## config.mk

```make
export PLATFORM = sky130hd
export DESIGN_NAME = mfi_merge
export DESIGN_NICKNAME = d
export VERILOG_FILES = /design/src/pkg/mfi_pkg.sv /design/src/hdl/mfi_prio.sv /design/src/hdl/mfi_merge.sv
export VERILOG_INCLUDE_DIRS = /design/src /design/src/pkg
export SDC_FILE = /design/constraint.sdc
export NUM_CORES = 1
export LEC_CHECK = 0
export BUFFER_PORTS_ARGS = -buffer_cell sky130_fd_sc_hd__buf_2
export CORE_UTILIZATION = 30
export DETAILED_ROUTE_END_ITERATION = 6
export SLEW_MARGIN = 40
export SYNTH_ARGS = -nofsm -noshare
export SYNTH_HDL_FRONTEND = slang
export SYNTH_SLANG_ARGS = --single-unit
```

## constraint.sdc

```tcl
create_clock -name core_clk -period 3.95 [get_ports core_clk]
set_input_delay 0.395 -clock core_clk [delete_from_list [all_inputs] [get_ports core_clk]]
set_output_delay 0.395 -clock core_clk [all_outputs]
set_load 0.01 [all_outputs]
```

## src/pkg/mfi_cfg.svh

```systemverilog
`ifndef MFI_CFG_SVH
`define MFI_CFG_SVH

// ----------------------------------------------------------------
// Register map (word index = byte address / 4)
// ----------------------------------------------------------------
`define MFI_A_GLOBAL 4'h0
`define MFI_A_CHEN 4'h1
`define MFI_A_CHFLAG 4'h2
`define MFI_A_SRCEN 4'h3
`define MFI_A_SRCFLAG 4'h4
`define MFI_A_SRCSET 4'h5
`define MFI_A_SRCCLR 4'h6
`define MFI_A_MAP 4'h7
`define MFI_A_IRQ_STAT 4'h8
`define MFI_A_IRQ_CLR 4'h9
`define MFI_A_IRQ_EN 4'ha
`define MFI_A_CORE 4'hb
`define MFI_A_VECBASE 4'hc

// ----------------------------------------------------------------
// Source bit positions
// ----------------------------------------------------------------
`define MFI_SRC_ADC 0
`define MFI_SRC_UART 1
`define MFI_SRC_EEP 2
`define MFI_SRC_LVD 3
`define MFI_SRC_TM0 4

// ----------------------------------------------------------------
// Status event bits
// ----------------------------------------------------------------
`define MFI_EV_VECTOR 0
`define MFI_EV_WAKE 1
`define MFI_EV_STACKFULL 2

`define MFI_VEC_BASE_RST 16'h0010
`define MFI_VEC_STEP 16'h0004
`define MFI_MAP_RST 32'h0000_0000

`endif

```

## src/pkg/mfi_pkg.sv

```systemverilog
package mfi_pkg;

    typedef enum logic [1:0]
    {
        MFI_IDLE = 2'b00,
        MFI_CALL = 2'b01,
        MFI_SERVE = 2'b11
    } mfi_state_t;

endpackage : mfi_pkg

```

## src/hdl/mfi_prio.sv

```systemverilog
module mfi_prio
    import mfi_pkg::*;
#(
    parameter int N = 6
)
(
    input wire logic [N-1:0] req,
    output logic found,
    output logic [2:0] index
);

    // Lowest-numbered request wins
    always_comb
    begin
        found = 1'b0;
        index = 3'h0;
        for (int i = N - 1; i >= 0; i--)
        begin
            if (req[i])
            begin
                found = 1'b1;
                index = 3'(i);
            end
        end
    end

endmodule : mfi_prio

```

## src/hdl/mfi_merge.sv

```systemverilog
// Local design decisions: strobed register access and the address map.
`include "mfi_cfg.svh"

// Summary of operation
// - Up to six shared channels, sources only.
// - Any enabled member source flag rise sets channel flag.
// - Enabled channel, stack room: call vector.
// - Service clears channel flag and global enable.
// - Source flags survive service; software clears.
// - Conversion done sets flag; three enables gate.
// - Six serial conditions raise serial request.
// - EEPROM write end sets flag; enables gate.
// - Supply drop sets flag; enables gate.
// - Each timer: A and P match, flag+enable.
// - Timer match vectors with three enables.
// - Any flag rising edge wakes the core.
// - Flags hold until serviced or cleared.
// - Entry pushes only the program counter.
// - Return-from-interrupt sets global enable.
// - Plain return leaves global enable unchanged.
module mfi_merge
    import mfi_pkg::*;
#(
    parameter int NCH = 6,
    parameter int NTM = 2,
    parameter int PCW = 16
)
(
    input wire logic core_clk,
    input wire logic reset,
    input wire logic clk_en,
    input wire logic [3:0] reg_addr,
    input wire logic [31:0] reg_wdata,
    input wire logic reg_wr,
    input wire logic reg_rd,
    output logic [31:0] reg_rdata,
    input wire logic conversion_done,
    input wire logic [5:0] serial_port_status_flags,
    input wire logic eeprom_write_end,
    input wire logic supply_drop_detector,
    input wire logic [NTM-1:0] tm_match_a,
    input wire logic [NTM-1:0] tm_match_p,
    input wire logic stack_full,
    input wire logic [PCW-1:0] core_pc,
    input wire logic call_ack,
    input wire logic plain_return,
    input wire logic return_from_interrupt,
    output logic call_req,
    output logic [PCW-1:0] call_vector,
    output logic push_pc,
    output logic [PCW-1:0] push_pc_value,
    output logic wake_up,
    output logic irq
);

    localparam int NSRC = 4 + 2 * NTM;

    // ----------------------------------------------------------------
    // Register state
    // ----------------------------------------------------------------
    mfi_state_t state_r;
    logic global_interrupt_enable_r;
    logic [NCH-1:0] shared_channel_enable_r;
    logic [NCH-1:0] shared_channel_request_flag_r;
    logic [NSRC-1:0] src_en_r;
    logic [NSRC-1:0] src_flag_r;
    logic [NSRC-1:0] src_flag_d_r;
    logic [NSRC*3-1:0] map_r;
    logic [2:0] irq_stat_r;
    logic [2:0] irq_en_r;
    logic [2:0] serv_ch_r;
    logic [PCW-1:0] vec_base_r;
    logic [NSRC-1:0] src_event;
    logic [NSRC-1:0] src_set_wr;
    logic [NSRC-1:0] src_clr_wr;
    logic [NCH-1:0] ch_set;
    logic [NCH-1:0] ch_pend;
    logic pend_found;
    logic [2:0] pend_idx;
    logic serve_now;
    logic wake_nxt;
    logic [2:0] irq_ev;

    wire logic wr_global = clk_en && reg_wr && reg_addr == `MFI_A_GLOBAL;

    // ----------------------------------------------------------------
    // Source events
    // ----------------------------------------------------------------
    always_comb
    begin
        src_event = '0;
        src_event[`MFI_SRC_ADC] = conversion_done;
        src_event[`MFI_SRC_UART] = |serial_port_status_flags;
        src_event[`MFI_SRC_EEP] = eeprom_write_end;
        src_event[`MFI_SRC_LVD] = supply_drop_detector;
        for (int t = 0; t < NTM; t++)
        begin
            src_event[`MFI_SRC_TM0 + 2 * t] = tm_match_a[t];
            src_event[`MFI_SRC_TM0 + 2 * t + 1] = tm_match_p[t];
        end
        src_set_wr = (clk_en && reg_wr && reg_addr == `MFI_A_SRCSET) ? reg_wdata[NSRC-1:0] : '0;
        src_clr_wr = (clk_en && reg_wr && reg_addr == `MFI_A_SRCCLR) ? reg_wdata[NSRC-1:0] : '0;
    end

    // Flags hold until software clears; hardware set wins over clear
    always_ff @(posedge core_clk or posedge reset)
    begin
        if (reset)
            src_flag_r <= '0;
        else if (clk_en)
            src_flag_r <= (src_flag_r & ~src_clr_wr) | src_event | src_set_wr;
    end

    always_ff @(posedge core_clk or posedge reset)
    begin
        if (reset)
            src_flag_d_r <= '0;
        else if (clk_en)
            src_flag_d_r <= src_flag_r;
    end

    // ----------------------------------------------------------------
    // Channel membership: each source names its channel
    // ----------------------------------------------------------------
    genvar gc;
    generate
        for (gc = 0; gc < NCH; gc++)
        begin : g_ch
            logic [NSRC-1:0] member;
            for (genvar s = 0; s < NSRC; s++)
            begin : g_src
                assign member[s] = map_r[s*3 +: 3] == 3'(gc);
            end
            // Rising source flag with its enable sets the channel
            assign ch_set[gc] = |(member & src_en_r & src_flag_r & ~src_flag_d_r);
        end
    endgenerate

    always_comb
    begin
        ch_pend = shared_channel_request_flag_r & shared_channel_enable_r;
        serve_now = state_r == MFI_IDLE && pend_found && global_interrupt_enable_r && !stack_full;
    end

    mfi_prio #(.N(NCH)) u_prio
    (
        .req(ch_pend),
        .found(pend_found),
        .index(pend_idx)
    );

    // ----------------------------------------------------------------
    // Vectoring sequence
    // ----------------------------------------------------------------
    always_ff @(posedge core_clk or posedge reset)
    begin
        if (reset)
        begin
            state_r <= MFI_IDLE;
            serv_ch_r <= 3'h0;
        end
        else if (clk_en)
        begin
            case (state_r)
                MFI_IDLE:
                    if (serve_now)
                    begin
                        state_r <= MFI_CALL;
                        serv_ch_r <= pend_idx;
                    end
                MFI_CALL:
                    if (call_ack)
                        state_r <= MFI_SERVE;
                MFI_SERVE:
                    // Nesting is left to software: done once any return is seen
                    if (plain_return || return_from_interrupt)
                        state_r <= MFI_IDLE;
                default:
                    state_r <= MFI_IDLE;
            endcase
        end
    end

    always_comb
    begin
        call_req = state_r == MFI_CALL;
        call_vector = vec_base_r + PCW'(serv_ch_r) * `MFI_VEC_STEP;
        push_pc = state_r == MFI_CALL && call_ack;
        push_pc_value = core_pc;
    end

    always_ff @(posedge core_clk or posedge reset)
    begin
        if (reset)
            shared_channel_request_flag_r <= '0;
        else if (clk_en)
        begin
            for (int c = 0; c < NCH; c++)
            begin
                if (ch_set[c])
                    shared_channel_request_flag_r[c] <= 1'b1;
                else if (serve_now && pend_idx == 3'(c))
                    shared_channel_request_flag_r[c] <= 1'b0;
                else if (reg_wr && reg_addr == `MFI_A_CHFLAG && !reg_wdata[c])
                    shared_channel_request_flag_r[c] <= 1'b0;
            end
        end
    end

    always_ff @(posedge core_clk or posedge reset)
    begin
        if (reset)
            global_interrupt_enable_r <= 1'b0;
        else if (clk_en)
        begin
            if (serve_now)
                global_interrupt_enable_r <= 1'b0;
            else if (return_from_interrupt)
                global_interrupt_enable_r <= 1'b1;
            else if (wr_global)
                global_interrupt_enable_r <= reg_wdata[0];
            // Plain return leaves the enable as it is
        end
    end

    // ----------------------------------------------------------------
    // Wake-up on any flag rising, enables ignored
    // ----------------------------------------------------------------
    always_comb
    begin
        wake_nxt = |(src_flag_r & ~src_flag_d_r) || |ch_set;
    end

    always_ff @(posedge core_clk or posedge reset)
    begin
        if (reset)
            wake_up <= 1'b0;
        else if (clk_en)
            wake_up <= wake_nxt;
    end

    // ----------------------------------------------------------------
    // Software configuration registers
    // ----------------------------------------------------------------
    always_ff @(posedge core_clk or posedge reset)
    begin
        if (reset)
        begin
            shared_channel_enable_r <= '0;
            src_en_r <= '0;
            map_r <= (NSRC*3)'(`MFI_MAP_RST);
            vec_base_r <= PCW'(`MFI_VEC_BASE_RST);
            irq_en_r <= 3'h0;
        end
        else if (clk_en && reg_wr)
        begin
            case (reg_addr)
                `MFI_A_CHEN: shared_channel_enable_r <= reg_wdata[NCH-1:0];
                `MFI_A_SRCEN: src_en_r <= reg_wdata[NSRC-1:0];
                `MFI_A_MAP: map_r <= reg_wdata[NSRC*3-1:0];
                `MFI_A_VECBASE: vec_base_r <= reg_wdata[PCW-1:0];
                `MFI_A_IRQ_EN: irq_en_r <= reg_wdata[2:0];
                default: ;
            endcase
        end
    end

    // ----------------------------------------------------------------
    // Event status, set beats clear
    // ----------------------------------------------------------------
    always_comb
    begin
        irq_ev = 3'h0;
        irq_ev[`MFI_EV_VECTOR] = serve_now;
        irq_ev[`MFI_EV_WAKE] = wake_nxt;
        irq_ev[`MFI_EV_STACKFULL] = state_r == MFI_IDLE && pend_found && global_interrupt_enable_r && stack_full;
    end

    always_ff @(posedge core_clk or posedge reset)
    begin
        if (reset)
            irq_stat_r <= 3'h0;
        else if (clk_en)
        begin
            if (reg_wr && reg_addr == `MFI_A_IRQ_CLR)
                irq_stat_r <= (irq_stat_r & ~reg_wdata[2:0]) | irq_ev;
            else
                irq_stat_r <= irq_stat_r | irq_ev;
        end
    end

    always_ff @(posedge core_clk or posedge reset)
    begin
        if (reset)
            irq <= 1'b0;
        else if (clk_en)
            irq <= |(irq_stat_r & irq_en_r);
    end

    // ----------------------------------------------------------------
    // Read port: data in the cycle after the strobe
    // ----------------------------------------------------------------
    always_ff @(posedge core_clk or posedge reset)
    begin
        if (reset)
            reg_rdata <= 32'h0000_0000;
        else if (clk_en)
        begin
            reg_rdata <= 32'h0000_0000;
            if (reg_rd)
            begin
                case (reg_addr)
                    `MFI_A_GLOBAL: reg_rdata <= 32'(global_interrupt_enable_r);
                    `MFI_A_CHEN: reg_rdata <= 32'(shared_channel_enable_r);
                    `MFI_A_CHFLAG: reg_rdata <= 32'(shared_channel_request_flag_r);
                    `MFI_A_SRCEN: reg_rdata <= 32'(src_en_r);
                    `MFI_A_SRCFLAG: reg_rdata <= 32'(src_flag_r);
                    `MFI_A_MAP: reg_rdata <= 32'(map_r);
                    `MFI_A_IRQ_STAT: reg_rdata <= 32'(irq_stat_r);
                    `MFI_A_IRQ_EN: reg_rdata <= 32'(irq_en_r);
                    `MFI_A_CORE: reg_rdata <= {24'h0, 1'b0, serv_ch_r, 2'b00, state_r};
                    `MFI_A_VECBASE: reg_rdata <= 32'(vec_base_r);
                    default: reg_rdata <= 32'h0000_0000;
                endcase
            end
        end
    end

endmodule : mfi_merge

```

**After elaboration in Yosys (flattened, before gate mapping)**

Cells that the tools add are included.

- Register bits: 122
- Input port bits: 74
- Output and inout port bits: 68

- $add $sub $neg: 1
- Eq/ne operators: 62
- Mux-type cells: 42
- Bitwise operators: 30
- Reductions and logical operators: 74

Operators by type and width:

| operator | number |
|---|---|
| $pmux 24 s10 | 1 |
| $and 8x8->8 | 20 |
| $reduce_or 8->1 | 7 |
| $eq 3x2->1 const B | 18 |
| $eq 3x3->1 const B | 18 |
| $reduce_or 48->1 | 1 |
| $eq 3x1->1 const B | 9 |
| $logic_not 3->1 | 9 |
| $mux 1 | 27 |
| $mux 24 | 1 |
| $reduce_and 2->1 | 12 |
| $logic_and 1x1->1 | 23 |
| $mux 3 | 7 |
| $reduce_bool 3->1 | 7 |
| $eq 4x4->1 const B | 5 |
| $add 16x5->16 | 1 |
| $eq 4x3->1 const B | 4 |
| $mux 8 | 2 |
| $not 8->8 | 2 |
| $or 8x8->8 | 2 |
| $eq 4x2->1 const B | 2 |
| $logic_not 1->1 | 7 |
| $and 3x3->3 | 2 |
| $and 6x6->6 | 1 |
| 15 further kinds | 21 |

**Logic depth before layout (Yosys ltp)**

Gate-level depths: netlist (run 1).

- Word-level depth: 13
- Mapped depth: 8
- Mapped depth without buffers: 8

**Modules after synthesis**

Synthesis (run 1) repeated with hierarchy kept, for this count alone.

- Cells, all modules: 602
- Area total of the unflattened synthesis: 6441.2 sq um

By module, submodules not included:

| module | times used | cells an instance | area each (sq um) | sequential area each (sq um) |
|---|---|---|---|---|
| mfi_merge | 1 | 592 | 6383.6 | 2854.0 |
| mfi_prio | 1 | 10 | 57.6 | 0.0 |

**Worst setup path after synthesis (run 1)**

No wires, ideal clock.

- Path kind: register to output
- From: register serv_ch_r[0]
- To: output port call_vector[14]
- Data arrival time: 1.735 ns
- Required time: 3.555 ns
- Setup slack: 1.820 ns
- Cell stages (with the launch flop): 9
- Path through: dfrtp_1 -> ha_1 -> inv_1 -> fa_1 -> nor2b_1 -> o21ai_0 -> nor2_1 -> nand3_1 -> xnor2_1

- Longest elaborated chain between the ends: 1

RTL lines:

| item | RTL line | source |
|---|---|---|
| start, declared | mfi_merge.sv:71 | `logic [2:0] serv_ch_r;` |
| start signal, assigned | mfi_merge.sv:169 | `serv_ch_r <= pend_idx;` |
| $add 16x5->16 (no source line) | - |  |
| end, declared | mfi_merge.sv:49 | `output logic [PCW-1:0] call_vector,` |

No other way between the ends.

**Worst setup path in the final report (run 1)**

- From: register serv_ch_r[0]
- To: output port call_vector[12]

The elaborated chain is that of the path after synthesis.

==> results of run 1 <==
==> final timing paths <==
check	startpoint	end	slack, ps	cells after the start
worst max-delay path	serv_ch_r[0]	call_vector[12]	770	9
min in group core_clk	reg_wdata[13]	map_r[13]	190	3
worst max register to register	state_r[1]	shared_channel_request_flag_r[3]	1860	4
worst min-delay path	reset	vec_base_r[14]	90	2
max in group asynchronous	reset	wake_up	3170	3
worst min register to register	reg_rdata[9]	reg_rdata[9]	480	1
==> power breakdown <==
group	total (W)	internal, W	switching (W)
registers	0.00163	0.00136	0.000265
logic	0.000793	0.000377	0.000416
clock network	0.00157	0.00101	0.000552
==> layer usage <==
layer,wire length [µm],GRT usage (%),vias to the layer above
li1,-,-,2363
met1,8680,25.0,2566
met2,9040,29.3,216
met3,1520,4.85,26
met4,440,6.29,0
met5,0,0,-
==> cells in the final DEF, fill, tap and decap left out, types with 4 or more instances in the layout <==
cell type    n
a22o_1      17
and2_1       4
nor3_1      10
nor4_1       6
a21o_1       7
and4bb_2     6
mux2_4       8
nand2b_1     8
nor2_1      24
o21ai_0     21
nand4b_1     4
a22oi_1     12
buf_4        6
a211oi_1     6
nor2b_1     15
and3_1       7
dfrtp_1    113
mux2i_1      4
a222oi_1     4
inv_1       14
nor3b_1      6
a21oi_1     20
nand3_1     20
mux2_2      59
nand2_1     38
buf_2       93
nand3b_1     6
xnor2_1      9
o2bb2ai_1   20
conb_1       8
nand4_1      8
a31oi_1      9
clkbuf_16   17
clkinv_2     4
==> cell families after synthesis <==
family                     synth area share (%)
AOI/OAI and AO/OA                          16.6
xor gates and xnor gates                   1.63
adders and majority gates                 0.893
buffers and inverters                      6.64
DFF                                        44.3
muxes                                      12.8
other                                    0.0582
and+or+nand+nor                            17.1
==> final cells by class <==
cell class,count,area (µm²)
inverters,17,68.8
multi-input cells,422,3190
diodes,1,2.50
well taps,275,344
fillers,2099,13400
clock inverters,10,135
flip-flops and latches,114,2850
repair buffers,100,531
clock buffers,20,457
==> worst register-to-register path, cell delays in order, from the launching register on <==
cell and delay (ps):
dfrtp_1 470, nor4_1 720, nand3_1 320, a211oi_1 290, o21ai_0 130
==> metrics by stage <==
| step | cells | setup slack [ps] |
|---|---|---|
| 2_1_floorplan | 606 | 541 |
| 3_3_place_gp | 928 | 1330 |
| 3_5_place_dp | 928 | 1320 |
| 4_1_cts | 958 | 842 |
| 5_1_grt | 958 | 671 |
| 6_report | 959 | 765 |
==> registers in the layout, summed over array words and instances (netlist names) <==
signal / flops
serv_ch_r: 3
global_interrupt_enable_r: 1
vec_base_r: 16
src_flag_d_r: 8
wake_up: 1
irq_stat_r: 3
shared_channel_request_flag_r: 6
state_r: 2
src_flag_r: 8
reg_rdata: 24
irq: 1
src_en_r: 8
map_r: 24
irq_en_r: 3
shared_channel_enable_r: 6
==> run_results.csv, run 1 <==
group,metric,value,unit
synthesis,netlist_top_cells_area,"dfrtp_1 (44%), mux2_2 (10%), buf_4 (3.7%)",
status,violations,"design-rule violations",
grt,grt-ovfl-total,0,
synthesis,synth_top_area_cell,"dfrtp_1",
setup_path,critical_path_arrival,2790,ps
grt,grt_pass1_wl,30900,µm
synthesis,netlist_instances,599,
final_layout,utilization,36.1,%
grt,grtUsageTotal,18.7,%
die,io_pins,142,
detailed_routing,drt_pass1_iterations,7,
sta,whs,88.8,ps
sta,slew_headroom,38.1,%
setup_path,cp-end-kind,"output port",
synthesis,synth_top_flop_cell,"dfrtp_1",
synthesis,syn_avg_cell_area,10.8,µm²
detailed_routing,vias_per_cell,5.39,
clock_network,cts_tree,"done",
die,rows,53,
final_layout,nets,750,
synthesis,synthTopCellsByCount,"dfrtp_1 (113), mux2_2 (59), nand2_1 (38)",
synthesis,ys_warn_count,0,
grt,antenna_found_initial,0,
setup_path,cp_top_family,"compound AO/OA/AOI/OAI gates",
final_layout,drive_above_1_share,32.2,%
detailed_routing,wl,19700,µm
placed_design,io_buffers,93,
synthesis,syn-cell-area,6450,µm²
final_layout,area_growth,17.6,%
status,status,"finished, violations left",
sta,setup_viol,0,
detailed_routing,vias,5171,
clock_network,cts.clk_slew.worst_paths,50,ps
placed_design,dpl_cell_area,6990,µm²
sta,rsz0062_at_grt,"false",
synthesis,synthDistinctLibCells,73,
detailed_routing,drtIter0Drc,398,
synthesis,synth_async_sr_flop_share,100,%
synthesis,synth_seq_cells,114,
power_and_ir_drop,power.leakage,3.29,nW
sta,setup_tns,0,ps
clock_network,post_cts_resized,0,
sta,hold_viol,0,
synthesis,yosysTopAreaCellShare,43.9,%
detailed_routing,routedWlPerCell,20.5,µm
synthesis,yosysSeqAreaShare,44.3,%
setup_path,startpoint_type,"flop",
placed_design,place_congestion,0.917,
die,core,21000,µm²
power_and_ir_drop,p_total,0.00398,W
setup_path,critical_path_class,"flop to output port",
setup_path,path_cells,"ha_1 -> inv_1 -> fa_1 -> nor2b_1 -> o21ai_0 -> nor2_1 -> nand3_1 -> xnor2_1 -> buf_2",
sta,worst_pin_slew,918,ps
clock_network,clockBufferDepth,2,
setup_path,worstPathRequired,3560,ps
placed_design,dp_hpwl,14100,µm
sta,fmaxAchievable,314,MHz
synthesis,synth-edff-count,0,
sta,final.setup_skew,8.39,ps
grt,grt_pass1_vias,5160,
final_layout,final_cell_area,7580,µm²
die,die_area,22100,µm²
clock_network,htree_levels,4,
setup_path,cp_num_buf_inv,2,
job,cap_violations,0,
setup_path,slowest_stage,"o21ai_0",
clock_network,post_cts_buffers,0,
clock_network,cts_buffers,17,
worst_hold_path,hold_class,"input port to async pin",
power_and_ir_drop,ir_drop,0.000299,V
clock_network,hold_buffers,0,
detailed_routing,drc,9,
die,start_util,30.7,%
synthesis,yosysMostFrequentCell,"dfrtp_1",
clock_network,cts_root_buffer,"clkbuf_16",
sta,fin_crit,3180,ps
sta,finalMaxSlewViolations,0,
clock_network,clock_latency,420,ps
grt,grt_max_degree,71,
power_and_ir_drop,power_density,525,nW/µm²
detailed_routing,ant_nets,0,
setup_path,critPathMaxFanout,3,
clock_network,clkSinkCount,114,
die,die_w,149,µm
setup_path,cp_slowest_stage_delay,710,ps
sta,fin_crit_sh,80.6,%
die,die_h,149,µm
Power figures use the tool's default switching activity.
==> run 2, diff against run 1 <==
--- a/config.mk
+++ b/config.mk
@@ -6,6 +6,7 @@
 export SDC_FILE = /design/constraint.sdc
 export NUM_CORES = 1
 export LEC_CHECK = 0
+export ABC_AREA = 1
 export BUFFER_PORTS_ARGS = -buffer_cell sky130_fd_sc_hd__buf_2
 export CORE_UTILIZATION = 30
 export DETAILED_ROUTE_END_ITERATION = 6
==> constraint.sdc (replaced) <==
create_clock -name core_clk -period 3.2 [get_ports core_clk]
set_input_delay 0.32 -clock core_clk [delete_from_list [all_inputs] [get_ports core_clk]]
set_output_delay 0.32 -clock core_clk [all_outputs]
set_load 0.01 [all_outputs]
==> run_results.csv, run 2 <==
group,metric,value,unit
die,rows,52,
clock_network,cts_tree,"done",
synthesis,yosysSeqAreaShare,45.5,%
power_and_ir_drop,pwr-share-seq,39.2,%
worst_hold_path,hold_depth,3,
sta,fin_crit,2810,ps
synthesis,yosysMostFrequentCell,"nand2_1",
final_layout,final_common_cell,"nand2_1",
sta,fmaxAchievable,356,MHz
placed_design,place_congestion,0.941,
final_layout,num_antenna_cells,0,
synthesis,synth_top_area_cell,"dfrtp_1",
power_and_ir_drop,power.leakage,3.76,nW
final_layout,area_growth,19.3,%
power_and_ir_drop,p_sw,0.00149,W
synthesis,netlist_instances,813,
sta,final.setup_skew,12.1,ps
sta,finalMaxSlewViolations,0,
sta,whs,115,ps
setup_path,critical_path_class,"flop to output port",
synthesis,synth_seq_cells,114,
die,io_pins,142,
setup_path,r2r_cells,4,
grt,grt_pass1_wl,29700,µm
detailed_routing,wl,18400,µm
grt,grt_max_degree,49,
power_and_ir_drop,power_density,642,nW/µm²
power_and_ir_drop,p_clk_share,41.0,%
final_layout,nets,969,
setup_path,worstPathRequired,2880,ps
synthesis,ys_warn_count,0,
grt,grt-ovfl-total,0,
synthesis,netlist_top_cells_area,"dfrtp_1 (45%), nand2_1 (14%), inv_1 (5.4%)",
final_layout,layout_common_cells,"nand2_1 (233), dfrtp_1 (113), buf_2 (93)",
die,die_area,21500,µm²
clock_network,cts.clk_slew.worst_paths,60,ps
grt,grtUsageTotal,18.0,%
setup_path,startpoint_type,"flop",
detailed_routing,ant_nets,0,
sta,rsz0062_at_grt,"false",
synthesis,synth-edff-count,0,
sta,worst_slack,393,ps
clock_network,cts_root_buffer,"clkbuf_16",
final_layout,reg.largest.list,"map_r: 24 flops, reg_rdata: 24 flops, vec_base_r: 16 flops",
synthesis,yosysTopAreaCellShare,45.1,%
setup_path,r2r_setup_slack,1360,ps
placed_design,dp_slack,817,ps
clock_network,cts_buffers,17,
worst_hold_path,hold_end,"src_flag_r[6]",
clock_network,post_cts_buffers,0,
sta,hold_viol,0,
power_and_ir_drop,power_frac_comb,19.8,%
clock_network,clkSinkCount,114,
die,core,20400,µm²
detailed_routing,vias_per_cell,4.78,
setup_path,cp-end-kind,"output port",
synthesis,synth_async_sr_flop_share,100,%
setup_path,rr_startpoint,"src_flag_r[7]",
clock_network,clockBufferDepth,2,
sta,fin_crit_sh,87.7,%
placed_design,io_buffers,93,
grt,grt_pass1_vias,5371,
setup_path,critPathMaxFanout,4,
synthesis,synth_top_flop_cell,"dfrtp_1",
job,cap_violations,0,
synthesis,syn_avg_cell_area,7.71,µm²
detailed_routing,vias,5610,
final_layout,stdcell_count,1174,
sta,setup_viol,0,
status,status,"completed",
power_and_ir_drop,p_sw_share,31.0,%
worst_hold_path,hold_start,"reg_wdata[6]",
sta,worst_pin_slew,914,ps
clock_network,htree_levels,4,
grt,antenna_found_initial,0,
worst_hold_path,hold_class,"input port to flop",
setup_path,critical_path_arrival,2490,ps
detailed_routing,routedWlPerCell,15.6,µm
detailed_routing,drc,0,
placed_design,place_inst,1141,
clock_network,clock_latency,420,ps
detailed_routing,drt_pass1_iterations,5,
power_and_ir_drop,ir_drop,0.000356,V
placed_design,dp_hpwl,14100,µm
synthesis,syn-cell-area,6270,µm²
setup_path,r2r_end,"irq_stat_r[1]",
final_layout,drive_above_1_share,18.5,%
synthesis,synthTopCellsByCount,"nand2_1 (233), dfrtp_1 (113), inv_1 (90)",
die,die_h,147,µm
die,start_util,30.8,%
detailed_routing,drtIter0Drc,431,
power_and_ir_drop,p_int,0.00331,W
sta,slew_headroom,38.3,%
synthesis,synthDistinctLibCells,44,
sta,setup_tns,0,ps
die,die_w,147,µm
[run 2: cell count changes after synthesis, sizes merged, moves of 15 or more]
cell | before | now
nand2 | 39 | 240
nor2 | 25 | 44
mux2 | 67 | 0
nor3 | 11 | 26
o2bb2ai | 20 | 1
nor2b | 15 | 0
nand3 | 20 | 47
inv | 17 | 102
o21ai | 21 | 97
[run 2: worst max path at each step]
stage	endpoint	cells past startpoint	slack, ps	start
after global placement	call_vector[14]	8	820	serv_ch_r[0]
after detailed placement	call_vector[14]	8	820	serv_ch_r[0]
after global routing	call_vector[14]	8	170	serv_ch_r[0]
final	call_vector[14]	8	390	serv_ch_r[0]
after CTS	call_vector[14]	8	360	serv_ch_r[0]
after floorplan	call_vector[14]	7	1150	serv_ch_r[0]
[run 2: cell type report]
cell class	instances	area (µm²)
Clock buffer	22	484
Clock inverter	10	130
Tap cell	270	338
Sequential cell	114	2850
Inverter	103	393
Multi-Input combinational cell	556	2730
Timing Repair Buffer	99	551
Fill cell	2146	12900
[run 2: kinds of logic after synthesis]
| family | after synthesis | synth area share (%) |
|---|---|---|
| adder cells (fa/ha/maj) | 4 | 0.918 |
| XOR/XNOR | 12 | 1.68 |
| AND/OR/NAND/NOR | 377 | 26.1 |
| buffers and inverters | 150 | 11.4 |
| other | 1 | 0.0598 |
| flip-flops | 114 | 45.5 |
| AO/OA/AOI/OAI | 155 | 14.4 |
[run 2: timing repair]
item                                   CTS  global route
endpoints found under the hold margin   11             0
gates resized for setup                  0             0
hold buffers                             1             0
[run 2: metal layers]
layer	global-route usage [%]	vias to the layer above	wire (µm)
li1	-	2798	-
met1	25.3	2622	8820
met2	26.9	163	8210
met3	2.91	27	886
met4	8.23	0	427
met5	0	-	0
[run 2: critical path: stages (launching register included)]
cell and delay (ps):
dfrtp_1 390, ha_1 190, inv_1 60, fa_1 390, o21ai_1 350, nand4_1 210, nor2_1 160, xor2_1 170
buf_2 150
[run 2: power groups by stage]
stage | Clock [W] | Sequential [W] | Combinational [W]
finish | 0.00197 | 0.00188 | 0.000950
global placement | 0 | 0.00189 | 0.000940
floorplan | 0 | 0.00185 | 0.000676
global route | 0.00206 | 0.00192 | 0.00108
detailed placement | 0 | 0.00190 | 0.000953
CTS | 0.00199 | 0.00188 | 0.000956
[run 2: through the flow]
stage                     util, %  total power [W]  instance area [µm²]
final                        36.7          0.00480                 7480
after global routing         36.7          0.00505                 7480
after CTS                    36.7          0.00483                 7480
after detailed placement     33.7          0.00285                 6860
after global placement       33.6          0.00283                 6830
after floorplan                 -          0.00253                 6300
==> run 3, diff against run 2 <==
==> constraint.sdc (replaced) <==
create_clock -name core_clk -period 3.2 [get_ports core_clk]
set_input_delay 0.48 -clock core_clk [delete_from_list [all_inputs] [get_ports core_clk]]
set_output_delay 0.48 -clock core_clk [all_outputs]
set_load 0.01 [all_outputs]
==> run_results.csv, run 3 (same netlist as run 2, synthesis figures left out) <==
group,metric,value,unit
detailed_routing,routedWlPerCell,15.6,µm
clock_network,cts.clk_slew.worst_paths,50,ps
final_layout,num_antenna_cells,0,
final_layout,final_cell_area,7470,µm²
detailed_routing,vias_per_cell,4.68,
power_and_ir_drop,power_frac_comb,20.3,%
power_and_ir_drop,power_density,630,nW/µm²
detailed_routing,vias,5509,
setup_path,critical_path_arrival,2340,ps
detailed_routing,drc,0,
final_layout,final_common_cell,"nand2_1",
die,die_w,147,µm
sta,worst_pin_slew,736,ps
clock_network,hold_buffers,0,
setup_path,critical_path_class,"flop to output port",
clock_network,cts_root_buffer,"clkbuf_16",
sta,fin_crit_sh,88.2,%
setup_path,path_cells,"ha_1 -> inv_1 -> fa_1 -> o21ai_1 -> buf_4 -> nand4_1 -> nor2_1 -> xor2_1 -> buf_2",
worst_hold_path,hold_end,"src_flag_r[7]",
clock_network,post_cts_buffers,0,
worst_hold_path,hold_class,"input port to flop",
setup_path,critPathMaxFanout,4,
setup_path,cp-end-kind,"output port",
sta,rsz0062_at_grt,"false",
power_and_ir_drop,power.leakage,3.75,nW
placed_design,dp_slack,793,ps
grt,grt_pass1_vias,5462,
clock_network,cts_tree,"done",
final_layout,utilization,36.7,%
final_layout,nets,971,
placed_design,place_congestion,0.935,
clock_network,clockBufferDepth,2,
clock_network,clock_latency,420,ps
clock_network,cts_buffers,17,
sta,final.setup_skew,11.9,ps
clock_network,htree_levels,4,
grt,grt_max_degree,49,
clock_network,clkSinkCount,114,
setup_path,r2r_end,"serv_ch_r[0]",
detailed_routing,drtIter0Drc,472,
grt,grt-ovfl-total,0,
sta,setup_tns,0,ps
power_and_ir_drop,ir_drop,0.000353,V
sta,setup_viol,0,
worst_hold_path,hold_start,"reg_wdata[7]",
power_and_ir_drop,p_sw,0.00146,W
final_layout,layout_common_cells,"nand2_1 (233), dfrtp_1 (113), buf_2 (93)",
final_layout,fillers,2188,
grt,grtUsageTotal,18.0,%
die,die_area,21500,µm²
final_layout,drive_above_1_share,18.2,%
power_and_ir_drop,p_clk_share,39.8,%
detailed_routing,drt_pass1_iterations,5,
placed_design,io_buffers,93,
die,rows,52,
sta,fin_crit,2820,ps
die,start_util,30.8,%
power_and_ir_drop,pwr-share-seq,39.9,%
die,io_pins,142,
power_and_ir_drop,p_sw_share,31.1,%
sta,finalMaxSlewViolations,0,
placed_design,dp_hpwl,14000,µm
status,status,"completed",
setup_path,worstPathRequired,2720,ps
die,die_h,147,µm
sta,worst_slack,379,ps
setup_path,startpoint_type,"flop",
final_layout,area_growth,19.1,%
power_and_ir_drop,p_int,0.00324,W
sta,hold_viol,0,
setup_path,cp-startpoint,"serv_ch_r[0]",
final_layout,reg.largest.list,"map_r: 24 flops, reg_rdata: 24 flops, vec_base_r: 16 flops",
die,core,20400,µm²
setup_path,r2r_cells,6,
job,cap_violations,0,
grt,grt_pass1_wl,29700,µm
placed_design,dpl_cell_area,6850,µm²
detailed_routing,ant_nets,0,
setup_path,slowest_stage,"fa_1",
sta,fmaxAchievable,354,MHz
setup_path,r2r_setup_slack,1610,ps
detailed_routing,wl,18400,µm
setup_path,cp_slowest_stage_delay,400,ps
worst_hold_path,hold_depth,3,
setup_path,rr_startpoint,"state_r[1]",
clock_network,post_cts_resized,0,
sta,slew_headroom,50.9,%
grt,antenna_found_initial,0,
## run 3: layout make-up
cell class	count	area, µm²	area share, %
tap	270	338	4.52
timing repair buffer	101	566	7.57
inverter	103	393	5.26
multi-input combinational	556	2740	36.7
sequential	114	2850	38.2
clock buffer	27	503	6.73
clock inverter	5	75.1	1.01
## run 3: power by group through the flow
stage | clock (W) | combinational, W | sequential [W]
detailed placement | 0 | 0.000954 | 0.00190
floorplan | 0 | 0.000676 | 0.00185
global placement | 0 | 0.000943 | 0.00189
CTS | 0.00190 | 0.000957 | 0.00187
global route | 0.00197 | 0.00109 | 0.00191
finish | 0.00187 | 0.000954 | 0.00188
## run 3: worst max path at each step
stage / depth (start not counted) / endpoint / slack, ps
4_1_cts: 9 / call_vector[14] / 330
3_5_place_dp: 9 / call_vector[14] / 790
2_1_floorplan: 7 / call_vector[14] / 990
6_report: 9 / call_vector[14] / 380
5_1_grt: 9 / call_vector[14] / 130
3_3_place_gp: 9 / call_vector[14] / 790
## run 3: per-stage QoR
step / hold slack, ps / cells / power, W
floorplan: 453 / 820 / 0.00253
global placement: 460 / 1142 / 0.00283
detailed placement: 462 / 1142 / 0.00285
CTS: 219 / 1174 / 0.00473
global route: 293 / 1176 / 0.00498
finish: 281 / 1176 / 0.00471
## run 3: metal layers
metal,share of wire [%],vias up,global-route usage [%]
met1,48,2550,24.5
met4,1.6,0,6.67
li1,-,2795,-
met5,0,-,0
met3,5.0,18,4.00
met2,45,146,28.0
## run 3: critical path: cells and delay by family (launching register included)
family	cells	cell delay, ps
simple gates	2	310
flops	1	380
fa+ha+maj	2	580
xor+xnor	1	150
compound gates	1	150
buf+inv	3	350
